===== src/common/dps_defs.vh =====
`ifndef DPS_DEFS_VH
`define DPS_DEFS_VH

// ****************************************************************
// Bus addresses of the two targets (values are arbitrary)
// ****************************************************************
`define DPS_MEM_SADDR 7'h2A
`define DPS_REG_SADDR 7'h3B

// ****************************************************************
// Pointer layout and reset values
// ****************************************************************
`define DPS_MEM_AW 15
`define DPS_REG_AW 5
// Larger density keeps A14..A0; the smaller one would use 15'h1FFF
`define DPS_MEM_MASK 15'h7FFF
`define DPS_MEM_PTR_RST 15'h0000
`define DPS_REG_PTR_RST 5'h00
`define DPS_REG_LAST 8'h18
`define DPS_REG_PAD 10'h000

// ****************************************************************
// Byte framing
// ****************************************************************
`define DPS_BYTE_BITS 4'h8
`define DPS_CNT_RST 4'h0
`define DPS_RW_BIT 0
`define DPS_MSB 7
`define DPS_NEXT_MSB 6

// ****************************************************************
// Write FIFO shape: {target, address, data}
// ****************************************************************
`define DPS_FIFO_W 24
`define DPS_FIFO_D 16
`define DPS_FIFO_AW 4
`define DPS_WF_REG 23
`define DPS_WF_ADR_HI 22
`define DPS_WF_ADR_LO 8
`define DPS_WF_DAT_HI 7
`define DPS_WF_DAT_LO 0

`endif


===== src/core/dps_fifo.v =====
`timescale 1ns/1ps
`include "dps_defs.vh"

// ****************************************************************
// Synchronous FIFO with valid/ready on both sides
// ****************************************************************
module dps_fifo #(
    parameter W = `DPS_FIFO_W,
    parameter D = `DPS_FIFO_D,
    parameter AW = `DPS_FIFO_AW
) (
    input wire clk_i, // Clock
    input wire reset_n_i, // Asynchronous reset, active low
    input wire in_valid_i, // Word offered
    output wire in_ready_o, // Room for a word
    input wire [W-1:0] in_data_i, // Word in
    output wire out_valid_o, // Word available
    input wire out_ready_i, // Consumer takes the word
    output wire [W-1:0] out_data_o // Oldest word
);

    reg [W-1:0] mem [0:D-1];
    reg [AW-1:0] wptr_reg;
    reg [AW-1:0] rptr_reg;
    reg [AW:0] count_reg;
    wire push;
    wire pop;

    // Honest flags straight from the occupancy count
    assign in_ready_o = (count_reg != D[AW:0]);
    assign out_valid_o = (count_reg != {(AW+1){1'b0}});
    assign out_data_o = mem[rptr_reg];
    assign push = in_valid_i & in_ready_o;
    assign pop = out_valid_o & out_ready_i;

    // Storage needs no reset; only the pointers define content
    always @(posedge clk_i) begin
        if (push) begin
            mem[wptr_reg] <= in_data_i;
        end
    end

    // Pointers wrap naturally because the depth is a power of two
    always @(posedge clk_i or negedge reset_n_i) begin
        if (!reset_n_i) begin
            wptr_reg <= {AW{1'b0}};
            rptr_reg <= {AW{1'b0}};
            count_reg <= {(AW+1){1'b0}};
        end else begin
            if (push) begin
                wptr_reg <= wptr_reg + {{(AW-1){1'b0}}, 1'b1};
            end
            if (pop) begin
                rptr_reg <= rptr_reg + {{(AW-1){1'b0}}, 1'b1};
            end
            if (push && !pop) begin
                count_reg <= count_reg + {{AW{1'b0}}, 1'b1};
            end else if (pop && !push) begin
                count_reg <= count_reg - {{AW{1'b0}}, 1'b1};
            end
        end
    end

endmodule // dps_fifo


===== src/core/dps_i2c_slave.v =====
// Overview of operation
// - After a read address, data from the current pointer starts next clock.
// - Register pointer advances after every byte, like the memory pointer.
// - Two pointers: memory and register; the bus address picks which one.
// - Loading or advancing one pointer never touches the other.
// - Memory read after register traffic resumes after the last memory byte.
// - Memory address is two bytes, high first; top address bit ignored.
// - Register write: start, address, register byte, data, stop; each acked.
// - Register address above 18h is not acknowledged and the transfer ends.
// - Memory pointer increments before the ack and wraps 7FFFh to 0000h.
// - Reads continue only on master ack; no ack ends; MSB first.
`timescale 1ns/1ps
`include "dps_defs.vh"

module dps_i2c_slave (
    input wire CLK_I, // 200 MHz system clock
    input wire RESET_N_I, // Asynchronous reset, active low
    input wire SCL_I, // Serial clock level
    input wire SDA_I, // Serial data level
    output wire SDA_O, // Serial data drive value, always low
    output wire SDA_OE_O, // High while pulling data low
    output wire [14:0] RD_ADDR_O, // Address of the byte to send
    output wire RD_REG_O, // High when the read targets registers
    input wire [7:0] RD_DATA_I, // Byte at RD_ADDR_O
    output wire WR_VALID_O, // Write word available
    input wire WR_READY_I, // Consumer takes the write word
    output wire WR_REG_O, // Write word targets registers
    output wire [14:0] WR_ADDR_O, // Write address
    output wire [7:0] WR_DATA_O, // Write data
    output wire [14:0] MEM_PTR_O, // Memory pointer
    output wire [4:0] REG_PTR_O // Register pointer
);

    // ****************************************************************
    // States and stages
    // ****************************************************************
    localparam ST_IDLE = 3'h0;
    localparam ST_RX = 3'h1;
    localparam ST_RXACK = 3'h2;
    localparam ST_TX = 3'h3;
    localparam ST_TXACK = 3'h4;

    localparam SG_SADDR = 3'h0;
    localparam SG_MADRH = 3'h1;
    localparam SG_MADRL = 3'h2;
    localparam SG_RADR = 3'h3;
    localparam SG_WDATA = 3'h4;

    // ****************************************************************
    // Declarations
    // ****************************************************************
    reg scl_reg;
    reg scl_d_reg;
    reg sda_reg;
    reg sda_d_reg;
    reg [2:0] state_reg;
    reg [2:0] stage_reg;
    reg [3:0] cnt_reg;
    reg [7:0] shift_reg;
    reg sda_oe_reg;
    reg sel_reg_reg;
    reg read_reg;
    reg [6:0] adr_hi_reg;
    reg [14:0] mem_ptr_reg;
    reg [4:0] reg_ptr_reg;
    reg [14:0] rd_addr_reg;
    reg rd_reg_reg;

    wire scl_rise;
    wire scl_fall;
    wire start_det;
    wire stop_det;
    wire [14:0] mem_ptr_next;
    wire [4:0] reg_ptr_next;
    wire byte_done;
    wire addr_mem;
    wire addr_reg;
    wire fifo_in_ready;
    wire wr_push;
    wire [14:0] cur_addr;
    wire [`DPS_FIFO_W-1:0] fifo_out;

    // ****************************************************************
    // Line sampling and bus conditions
    // ****************************************************************

    // Inputs are synchronous, one stage gives the edge history
    always @(posedge CLK_I or negedge RESET_N_I) begin
        if (!RESET_N_I) begin
            scl_reg <= 1'b1;
            scl_d_reg <= 1'b1;
            sda_reg <= 1'b1;
            sda_d_reg <= 1'b1;
        end else begin
            scl_reg <= SCL_I;
            scl_d_reg <= scl_reg;
            sda_reg <= SDA_I;
            sda_d_reg <= sda_reg;
        end
    end

    // Edges and start/stop, seen one sample after the line moves
    assign scl_rise = scl_reg & ~scl_d_reg;
    assign scl_fall = ~scl_reg & scl_d_reg;
    assign start_det = scl_reg & scl_d_reg & sda_d_reg & ~sda_reg;
    assign stop_det = scl_reg & scl_d_reg & ~sda_d_reg & sda_reg;
    assign byte_done = scl_fall && (cnt_reg == `DPS_BYTE_BITS);

    assign addr_mem = (shift_reg[7:1] == `DPS_MEM_SADDR);
    assign addr_reg = (shift_reg[7:1] == `DPS_REG_SADDR);

    // ****************************************************************
    // Pointer arithmetic
    // ****************************************************************

    assign mem_ptr_next = (mem_ptr_reg + 15'h0001) & `DPS_MEM_MASK;

    // Register pointer wrap past last
    // Widen the pointer rather than slice the last-address constant
    assign reg_ptr_next = ({3'h0, reg_ptr_reg} == `DPS_REG_LAST) ? `DPS_REG_PTR_RST : reg_ptr_reg + 5'h01;

    assign cur_addr = sel_reg_reg ? {`DPS_REG_PAD, reg_ptr_reg} : mem_ptr_reg;

    assign wr_push = (state_reg == ST_RX) && byte_done && (stage_reg == SG_WDATA) && fifo_in_ready;

    // ****************************************************************
    // Byte engine
    // ****************************************************************

    // Start and stop override any state; start may be a repeated one
    always @(posedge CLK_I or negedge RESET_N_I) begin
        if (!RESET_N_I) begin
            state_reg <= ST_IDLE;
            stage_reg <= SG_SADDR;
            cnt_reg <= `DPS_CNT_RST;
            shift_reg <= 8'h00;
            sda_oe_reg <= 1'b0;
            sel_reg_reg <= 1'b0;
            read_reg <= 1'b0;
            adr_hi_reg <= 7'h00;
            mem_ptr_reg <= `DPS_MEM_PTR_RST;
            reg_ptr_reg <= `DPS_REG_PTR_RST;
        end else if (start_det) begin
            state_reg <= ST_RX;
            stage_reg <= SG_SADDR;
            cnt_reg <= `DPS_CNT_RST;
            sda_oe_reg <= 1'b0;
        end else if (stop_det) begin
            state_reg <= ST_IDLE;
            sda_oe_reg <= 1'b0;
        end else begin
            case (state_reg)
                ST_RX: begin
                    if (scl_rise) begin
                        shift_reg <= {shift_reg[6:0], sda_reg};
                        cnt_reg <= cnt_reg + 4'h1;
                    end else if (byte_done) begin
                        cnt_reg <= `DPS_CNT_RST;
                        case (stage_reg)
                            SG_SADDR: begin
                                if (addr_mem || addr_reg) begin
                                    sel_reg_reg <= addr_reg;
                                    read_reg <= shift_reg[`DPS_RW_BIT];
                                    stage_reg <= addr_reg ? SG_RADR : SG_MADRH;
                                    state_reg <= ST_RXACK;
                                    sda_oe_reg <= 1'b1;
                                end else begin
                                    state_reg <= ST_IDLE;
                                end
                            end
                            SG_MADRH: begin
                                // High address byte first, top bit dropped
                                adr_hi_reg <= shift_reg[6:0];
                                stage_reg <= SG_MADRL;
                                state_reg <= ST_RXACK;
                                sda_oe_reg <= 1'b1;
                            end
                            SG_MADRL: begin
                                mem_ptr_reg <= {adr_hi_reg, shift_reg} & `DPS_MEM_MASK;
                                stage_reg <= SG_WDATA;
                                state_reg <= ST_RXACK;
                                sda_oe_reg <= 1'b1;
                            end
                            SG_RADR: begin
                                if (shift_reg <= `DPS_REG_LAST) begin
                                    reg_ptr_reg <= shift_reg[4:0];
                                    stage_reg <= SG_WDATA;
                                    state_reg <= ST_RXACK;
                                    sda_oe_reg <= 1'b1;
                                end else begin
                                    state_reg <= ST_IDLE;
                                end
                            end
                            SG_WDATA: begin
                                // A full FIFO refuses the byte rather than lose it
                                if (fifo_in_ready) begin
                                    if (sel_reg_reg) begin
                                        reg_ptr_reg <= reg_ptr_next;
                                    end else begin
                                        mem_ptr_reg <= mem_ptr_next;
                                    end
                                    state_reg <= ST_RXACK;
                                    sda_oe_reg <= 1'b1;
                                end else begin
                                    state_reg <= ST_IDLE;
                                end
                            end
                            default: begin
                                state_reg <= ST_IDLE;
                            end
                        endcase
                    end
                end
                ST_RXACK: begin
                    if (scl_fall) begin
                        if (read_reg) begin
                            // First data bit right after the address ack
                            state_reg <= ST_TX;
                            shift_reg <= RD_DATA_I;
                            sda_oe_reg <= ~RD_DATA_I[`DPS_MSB];
                        end else begin
                            state_reg <= ST_RX;
                            sda_oe_reg <= 1'b0;
                        end
                    end
                end
                ST_TX: begin
                    if (scl_rise) begin
                        cnt_reg <= cnt_reg + 4'h1;
                    end else if (byte_done) begin
                        cnt_reg <= `DPS_CNT_RST;
                        sda_oe_reg <= 1'b0;
                        state_reg <= ST_TXACK;
                        if (sel_reg_reg) begin
                            reg_ptr_reg <= reg_ptr_next;
                        end else begin
                            mem_ptr_reg <= mem_ptr_next;
                        end
                    end else if (scl_fall) begin
                        shift_reg <= {shift_reg[6:0], 1'b0};
                        sda_oe_reg <= ~shift_reg[`DPS_NEXT_MSB];
                    end
                end
                ST_TXACK: begin
                    // No master ack ends the read
                    if (scl_rise && sda_reg) begin
                        state_reg <= ST_IDLE;
                    end else if (scl_fall) begin
                        state_reg <= ST_TX;
                        shift_reg <= RD_DATA_I;
                        sda_oe_reg <= ~RD_DATA_I[`DPS_MSB];
                    end
                end
                default: begin
                    state_reg <= ST_IDLE;
                    sda_oe_reg <= 1'b0;
                end
            endcase
        end
    end

    // ****************************************************************
    // Read address to the storage side
    // ****************************************************************

    // Registered so the port is glitch free; storage answers within a cycle
    always @(posedge CLK_I or negedge RESET_N_I) begin
        if (!RESET_N_I) begin
            rd_addr_reg <= `DPS_MEM_PTR_RST;
            rd_reg_reg <= 1'b0;
        end else begin
            rd_addr_reg <= cur_addr;
            rd_reg_reg <= sel_reg_reg;
        end
    end

    // ****************************************************************
    // Write FIFO between the serial side and storage
    // ****************************************************************
    dps_fifo #(
        .W(`DPS_FIFO_W),
        .D(`DPS_FIFO_D),
        .AW(`DPS_FIFO_AW)
    ) u_wr_fifo (
        .clk_i(CLK_I),
        .reset_n_i(RESET_N_I),
        .in_valid_i(wr_push),
        .in_ready_o(fifo_in_ready),
        .in_data_i({sel_reg_reg, cur_addr, shift_reg}),
        .out_valid_o(WR_VALID_O),
        .out_ready_i(WR_READY_I),
        .out_data_o(fifo_out)
    );

    // ****************************************************************
    // Outputs
    // ****************************************************************
    assign SDA_O = 1'b0;
    assign SDA_OE_O = sda_oe_reg;
    assign RD_ADDR_O = rd_addr_reg;
    assign RD_REG_O = rd_reg_reg;
    assign WR_REG_O = fifo_out[`DPS_WF_REG];
    assign WR_ADDR_O = fifo_out[`DPS_WF_ADR_HI:`DPS_WF_ADR_LO];
    assign WR_DATA_O = fifo_out[`DPS_WF_DAT_HI:`DPS_WF_DAT_LO];
    assign MEM_PTR_O = mem_ptr_reg;
    assign REG_PTR_O = reg_ptr_reg;

endmodule // dps_i2c_slave


===== config.mk =====
export PLATFORM = sky130hd
export DESIGN_NAME = dps_i2c_slave
export DESIGN_NICKNAME = d
export VERILOG_FILES = /design/src/core/dps_fifo.v /design/src/core/dps_i2c_slave.v
export VERILOG_INCLUDE_DIRS = /design/src /design/src/common
export SDC_FILE = /design/constraint.sdc
export NUM_CORES = 1
export LEC_CHECK = 0
export BUFFER_PORTS_ARGS = -buffer_cell sky130_fd_sc_hd__buf_4
export CORE_ASPECT_RATIO = 1.75
export CORE_MARGIN = 2
export CORE_UTILIZATION = 55
export DETAILED_ROUTE_END_ITERATION = 6
export GPL_TIMING_DRIVEN = 0
export PLACE_DENSITY = 0.76
export SKIP_CTS_REPAIR_TIMING = 1
export SLEW_MARGIN = 10
export SYNTH_ARGS = -nofsm -noshare
export SYNTH_HDL_FRONTEND = slang
export SYNTH_SLANG_ARGS = --single-unit
export TNS_END_PERCENT = 30

===== constraint.sdc =====
create_clock -name CLK_I -period 9.75 [get_ports CLK_I]
set_input_delay 0.975 -clock CLK_I [delete_from_list [all_inputs] [get_ports CLK_I]]
set_output_delay 0.975 -clock CLK_I [all_outputs]
set_load 0.1 [all_outputs]

==> results.ini, run 1 <==
[status]
status = finished clean

[detailed_routing]
drc = 0
drtPass1Iterations = 5
via_per_inst = 6.29
dr_total_vias = 10346
wl_per_cell_um = 27.1
drt-total-wl_um = 44500
antenna_left = 0
drtIter0Drc = 923

[min_path]
min_path_type = reg -> reg
hp-start = scl_reg
holdPathEnd = scl_d_reg
hold_depth = 0

[die]
die_h_um = 249
rows = 89
io_pins = 76
core-area_mm2 = 0.0339
die_w_um = 144
initial_core_util = 0.560
dieArea_mm2 = 0.0360

[sta]
fin_skew_ns = 0.0126
hold_viol = 0
setup_viol_count_final = 0
worst_pin_slew_ns = 1.15
holdWs_ns = 0.364
relSlewSlack = 0.233
drv_slew = 0
max_freq_mhz = 212
rsz0062_at_grt = no
fin_setup_tns_ns = 0
fin_crit_sh = 0.485
fin_crit_ns = 4.73

[job]
maxCapViolCount = 0

[worst_setup_path]
critPathLaunchType = flip-flop
rr_worst_depth = 13
r2r-end = u_wr_fifo.count_reg[4]
reg2reg_slack_ns = 6.21
crit_path_max_fanout = 10
path_class = reg -> out
worstPathArrival_ns = 3.75
crit_required_ns = 8.78
rr_startpoint = scl_d_reg
endpoint_kind = output port

[power_and_ir_drop]
ir_drop_v = 0.000204
switchingPower_uw = 1730
p_leak_uw = 0.00691
power.density_mw_per_mm2 = 246
netSwitchingFraction = 0.323
p_int_uw = 3640
seq_power_share = 0.449
clkPwrFrac = 0.289
combPwrFrac = 0.262

[clocking]
cts_tree = yes
clk_latency_ns = 0.54
numCtsBuffers = 39
path_clk_slew_ns = 0.07
cts_buffer_depth = 3
cts.htree.levels = 2
clkSinkCount = 465
root_buffer = clkbuf_16

[synth]
synth-seq-cells = 465
synth_flop_cell = edfxtp_1
synth_enable_flop_cells = 384
yosysUniqueCellTypes = 71
yosysWarnings = 0
synth_seq_area_share = 0.716
ys_async_sr_fraction = 0.174
syn_avg_cell_area_um2 = 18.6
syn_area_mm2 = 0.0189
synthCells = 1019
syn_nets = 1047

[cells_and_area]
fin_util = 0.645
final_cell_area_mm2 = 0.0218
regMostFlops = u_wr_fifo.mem
n_antenna_cell = 0
largest_register_ffs = 384
drive_above_1_share = 0.294
nets = 1187
n_fill_cell = 2313
area_delta_synth_final_pct = 15.3

[place]
postPlaceCellArea_mm2 = 0.0206
dpl.hpwl_um = 27900
port-buffer-count = 74
finalWeightedCongestion = 0.887

[global_routing]
track_usage = 0.259
grt_max_degree = 82
grt_pass1_wl_um = 67100
grt_overflow = 0
antenna_found_initial = 1
grt_pass1_vias = 10720

-- per-layer routing --
layer | routed length (µm) | vias to the layer above | track usage
met5 | 0 | - | 0
li1 | - | 4366 | -
met4 | 1920 | 0 | 0.107
met2 | 24000 | 498 | 0.448
met3 | 2980 | 111 | 0.0411
met1 | 15600 | 5371 | 0.324
-- area by class of cell --
class | count | area [µm²] | share of cell area
inverter | 18 | 67.6 | 0.00309
clock inverter | 19 | 178 | 0.00813
timing repair buffer | 99 | 950 | 0.0435
tap | 455 | 569 | 0.0261
multi-input combinational | 478 | 5160 | 0.236
buffer | 58 | 277 | 0.0127
clock buffer | 52 | 1090 | 0.0498
sequential | 465 | 13600 | 0.621
-- cells in the mapped netlist, types with 3 or more instances --
master | instances | area [µm²]
edfxtp_1 | 384 | 11500
mux4_2 | 120 | 2700
dfrtp_1 | 77 | 1930
nand2_1 | 53 | 199
clkbuf_1 | 33 | 124
o21ai_0 | 32 | 160
a21oi_1 | 31 | 155
nor2_1 | 30 | 113
mux2_2 | 24 | 270
inv_1 | 18 | 67.6
nor2b_1 | 17 | 106
nand3_1 | 15 | 75.1
ha_1 | 14 | 175
nand2b_1 | 12 | 75.1
nor3_1 | 12 | 60.1
buf_2 | 11 | 55.1
xnor2_1 | 11 | 96.3
o22ai_1 | 9 | 56.3
buf_1 | 8 | 30.0
a21o_1 | 7 | 52.6
nand4_1 | 6 | 37.5
o21a_1 | 6 | 45.0
a22o_1 | 5 | 43.8
dfstp_2 | 4 | 105
nor4_1 | 4 | 25.0
o31ai_1 | 4 | 30.0
clkbuf_8 | 3 | 41.3
nand3b_1 | 3 | 22.5
nand4b_1 | 3 | 26.3
nor3b_1 | 3 | 22.5
o21bai_1 | 3 | 22.5
xor2_1 | 3 | 26.3
-- cell usage in the layout, fill, tap and decap left out, types with 4 or more instances in the layout --
| master | n |
|---|---|
| nand4_1 | 6 |
| buf_1 | 8 |
| a21oi_1 | 31 |
| clkinv_1 | 4 |
| o21a_1 | 6 |
| o22ai_1 | 9 |
| buf_2 | 11 |
| buf_4 | 81 |
| buf_6 | 7 |
| a22o_1 | 5 |
| nor2_1 | 17 |
| buf_16 | 4 |
| buf_12 | 8 |
| dfrtp_1 | 77 |
| mux4_2 | 120 |
| nand3_1 | 15 |
| nor3_1 | 8 |
| edfxtp_1 | 384 |
| dfstp_2 | 4 |
| xnor2_1 | 11 |
| nor2b_1 | 13 |
| ha_1 | 14 |
| o31ai_1 | 4 |
| nor2_4 | 12 |
| clkbuf_8 | 5 |
| clkbuf_16 | 41 |
| nor4_1 | 4 |
| o21ai_0 | 31 |
| mux2_2 | 24 |
| clkbuf_1 | 42 |
| a21o_1 | 7 |
| nor2b_2 | 4 |
| nand2b_1 | 12 |
| nand2_1 | 53 |
| nor3_2 | 4 |
| inv_1 | 18 |
| clkinv_2 | 8 |
-- logic make-up (layout without fill, tap and decap cells) --
family,Yosys count,after routing,synth area share
flops,465,465,0.716
xor+xnor,14,14,0.00647
fa+ha+maj,15,15,0.0103
other cells,1,1,0.000198
buf+inv,76,246,0.0182
compound gates,125,125,0.0423
simple gates,177,177,0.0484
mux,146,146,0.158
-- power by group through the flow --
stage | clock (µW) | combinational [µW] | sequential (µW)
finish | 1550 | 1410 | 2410
global route | 1630 | 1480 | 2420
CTS | 1570 | 1430 | 2410
detailed placement | 0 | 1410 | 2450
global placement | 0 | 1390 | 2440
floorplan | 0 | 1040 | 2420
-- critical path: stages, from the launching register on --
cell and delay (ns):
dfrtp_1 0.36, clkbuf_1 0.33, clkbuf_1 0.64, clkbuf_1 0.68, mux4_2 0.43, mux4_2 0.50
buf_4 0.25
-- how the worst max path moves through the flow --
stage | from | to | slack, ns | depth (start not counted)
detailed placement | u_wr_fifo.rptr_reg[1] | WR_DATA_O[7] | 5.70 | 6
global placement | scl_d_reg | u_wr_fifo.mem[3][9] | 3.60 | 7
global route | u_wr_fifo.rptr_reg[1] | WR_DATA_O[5] | 4.93 | 6
finish | u_wr_fifo.rptr_reg[1] | WR_DATA_O[5] | 5.02 | 6
CTS | u_wr_fifo.rptr_reg[1] | WR_DATA_O[5] | 5.02 | 6
floorplan | scl_d_reg | u_wr_fifo.mem[3][0] | 5.94 | 7
-- per-stage QoR --
step           instances  setup slack (ns)  power [µW]
3_3_place_gp        1548              3.60        3840
5_1_grt             1644              4.93        5540
2_1_floorplan       1019              5.94        3470
6_report            1644              5.02        5380
3_5_place_dp        1573              5.70        3860
4_1_cts             1644              5.02        5400
Power figures use the tool's default switching activity.
==> inputs of run 2 (changes only) <==
- PLACE_DENSITY: 0.76 -> 0.79
- clock period: 9.75 -> 4.3 ns (I/O delays scaled with it)
==> results.ini, run 2 (synthesis gave the netlist of run 1 again) <==
[sta]
drv_slew = 0  ; unchanged
setup_ws_ns = 0.129  ; -4.90 ns
fin_crit_sh = 0.970
max_freq_mhz = 240
worst_pin_slew_ns = 1.23  ; +0.0868 ns
setup_viol_count_final = 0  ; unchanged
fin_skew_ns = 0.0130  ; +0.000410 ns
holdWs_ns = -0.0557  ; -0.420 ns
fin_crit_ns = 4.17
relSlewSlack = 0.175  ; -0.0580
hold_viol = 44  ; +44
rsz0062_at_grt = no

[die]
initial_core_util = 0.560  ; unchanged
die_w_um = 144  ; unchanged
core-area_mm2 = 0.0339  ; unchanged
die_h_um = 249  ; unchanged
dieArea_mm2 = 0.0360  ; unchanged
io_pins = 76  ; unchanged
rows = 89  ; unchanged

[cells_and_area]
nets = 1189  ; +0.17%
stdcell_count = 1648  ; +0.24%
n_antenna_cell = 0  ; unchanged
layout_common_cells = edfxtp_1 (384), mux4_2 (120), buf_4 (83)
largest_register_ffs = 384  ; unchanged
regMostFlops = u_wr_fifo.mem
drive_above_1_share = 0.292  ; -0.00266
mostFrequentLayoutCell = edfxtp_1
area_delta_synth_final_pct = 15.5

[worst_setup_path]
path_class = reg -> out
reg2reg_slack_ns = 0.72  ; -5.49 ns
r2r-end = u_wr_fifo.mem[2][8]
worstPathArrival_ns = 3.74  ; about the same
endpoint_kind = output port
crit_required_ns = 3.87  ; -4.91 ns
critPathLaunchType = flip-flop
rr_worst_depth = 8  ; -5
rr_startpoint = stage_reg[0]
crit_path_max_fanout = 10  ; unchanged

[clocking]
clk_latency_ns = 0.55  ; about the same
root_buffer = clkbuf_16
cts_tree = yes
cts_buffer_depth = 3  ; unchanged
clkSinkCount = 465  ; unchanged
numCtsBuffers = 40  ; +2.6%
cts.htree.levels = 2  ; unchanged
path_clk_slew_ns = 0.07  ; about the same

[status]
status = complete, but fails checks
failed_checks = negative hold slack

[global_routing]
track_usage = 0.258  ; -0.000467
grt_util_met3 = 0.0378  ; -0.00326
grtUsageMet1 = 0.327  ; +0.00208
grt_overflow = 0  ; unchanged
busiest_layer = met2
grt_pass1_vias = 10839  ; +1.1%
grt_pass1_wl_um = 67200  ; +0.13%
grt_use_met2 = 0.445  ; -0.00298
grt_max_degree = 82  ; unchanged
antenna_found_initial = 0  ; -1

[detailed_routing]
drc = 0  ; unchanged
drtPass1Iterations = 7  ; +2
antenna_left = 0  ; unchanged
drt-total-wl_um = 45000  ; +0.98%
via_per_inst = 6.38  ; +1.3%
dr_total_vias = 10508  ; +1.6%
wl_per_cell_um = 27.3  ; +0.73%
drtIter0Drc = 1024  ; +11%

[power_and_ir_drop]
p_leak_uw = 0.00693  ; +0.32%
seq_power_share = 0.446  ; -0.003
netSwitchingFraction = 0.323  ; +0.000876
clkPwrFrac = 0.294  ; +0.005
combPwrFrac = 0.260  ; -0.002
p_int_uw = 8310  ; +130%
switchingPower_uw = 3970  ; +130%
ir_drop_v = 0.000422  ; +110%
power.density_mw_per_mm2 = 561  ; +130%

[place]
finalWeightedCongestion = 0.902  ; +1.7%
placedCellCount = 1572  ; -0.064%
dpl.hpwl_um = 28100  ; +0.81%
port-buffer-count = 74  ; unchanged
dp_slack_ns = 0.730  ; -4.97 ns

[min_path]
min_path_type = in -> async

[job]
maxCapViolCount = 0  ; unchanged

==> run 2: how the worst max path moves through the flow <==
stage,depth (start not counted),endpoint,start,slack [ns]
finish,6,WR_DATA_O[7],u_wr_fifo.rptr_reg[1],0.13
global route,6,WR_ADDR_O[5],u_wr_fifo.rptr_reg[1],0.03
CTS,6,WR_DATA_O[7],u_wr_fifo.rptr_reg[1],0.12
detailed placement,6,WR_ADDR_O[14],u_wr_fifo.rptr_reg[1],0.73
global placement,7,u_wr_fifo.mem[3][10],scl_d_reg,-1.76
floorplan,7,u_wr_fifo.mem[3][0],scl_d_reg,0.49
==> run 2: worst max-delay path, stage by stage, from the launching register on <==
cell and delay (ns):
dfrtp_1 0.36, clkbuf_1 0.31, clkbuf_1 0.59, clkbuf_1 0.73, mux4_2 0.42, mux4_2 0.52
buf_4 0.26
==> run 2: cell type report <==
cell class,count,area [µm²]
tap,455,569
sequential,465,13600
timing repair buffer,100,943
fill,2294,12000
inverter,18,67.6
multi-input combinational,478,5150
buffer,58,277
clock buffer,58,1160
clock inverter,16,148
==> run 2: power groups by stage <==
stage	registers (µW)	clock network, µW	logic (µW)
4_1_cts	5460	3640	3230
2_1_floorplan	5490	0	2370
3_3_place_gp	5530	0	3140
5_1_grt	5500	3790	3360
6_report	5470	3610	3190
3_5_place_dp	5560	0	3200
==> run 2: metrics by stage <==
step	setup TNS, ns	hold slack [ns]	instance area (µm²)	power, µW	util
after floorplan	0	0.134	18900	7860	-
after global placement	-251.78	0.355	20100	8670	0.593
after detailed placement	0	0.357	20500	8760	0.607
after CTS	0	-0.0353	21900	12300	0.646
after global routing	0	0.0125	21900	12600	0.646
final	0	-0.0557	21900	12300	0.646
==> run 2: metal layers <==
metal,up-vias,wire [µm]
met5,-,0
met4,0,1820
met3,122,2940
met2,560,24200
met1,5449,16000
li1,4377,-
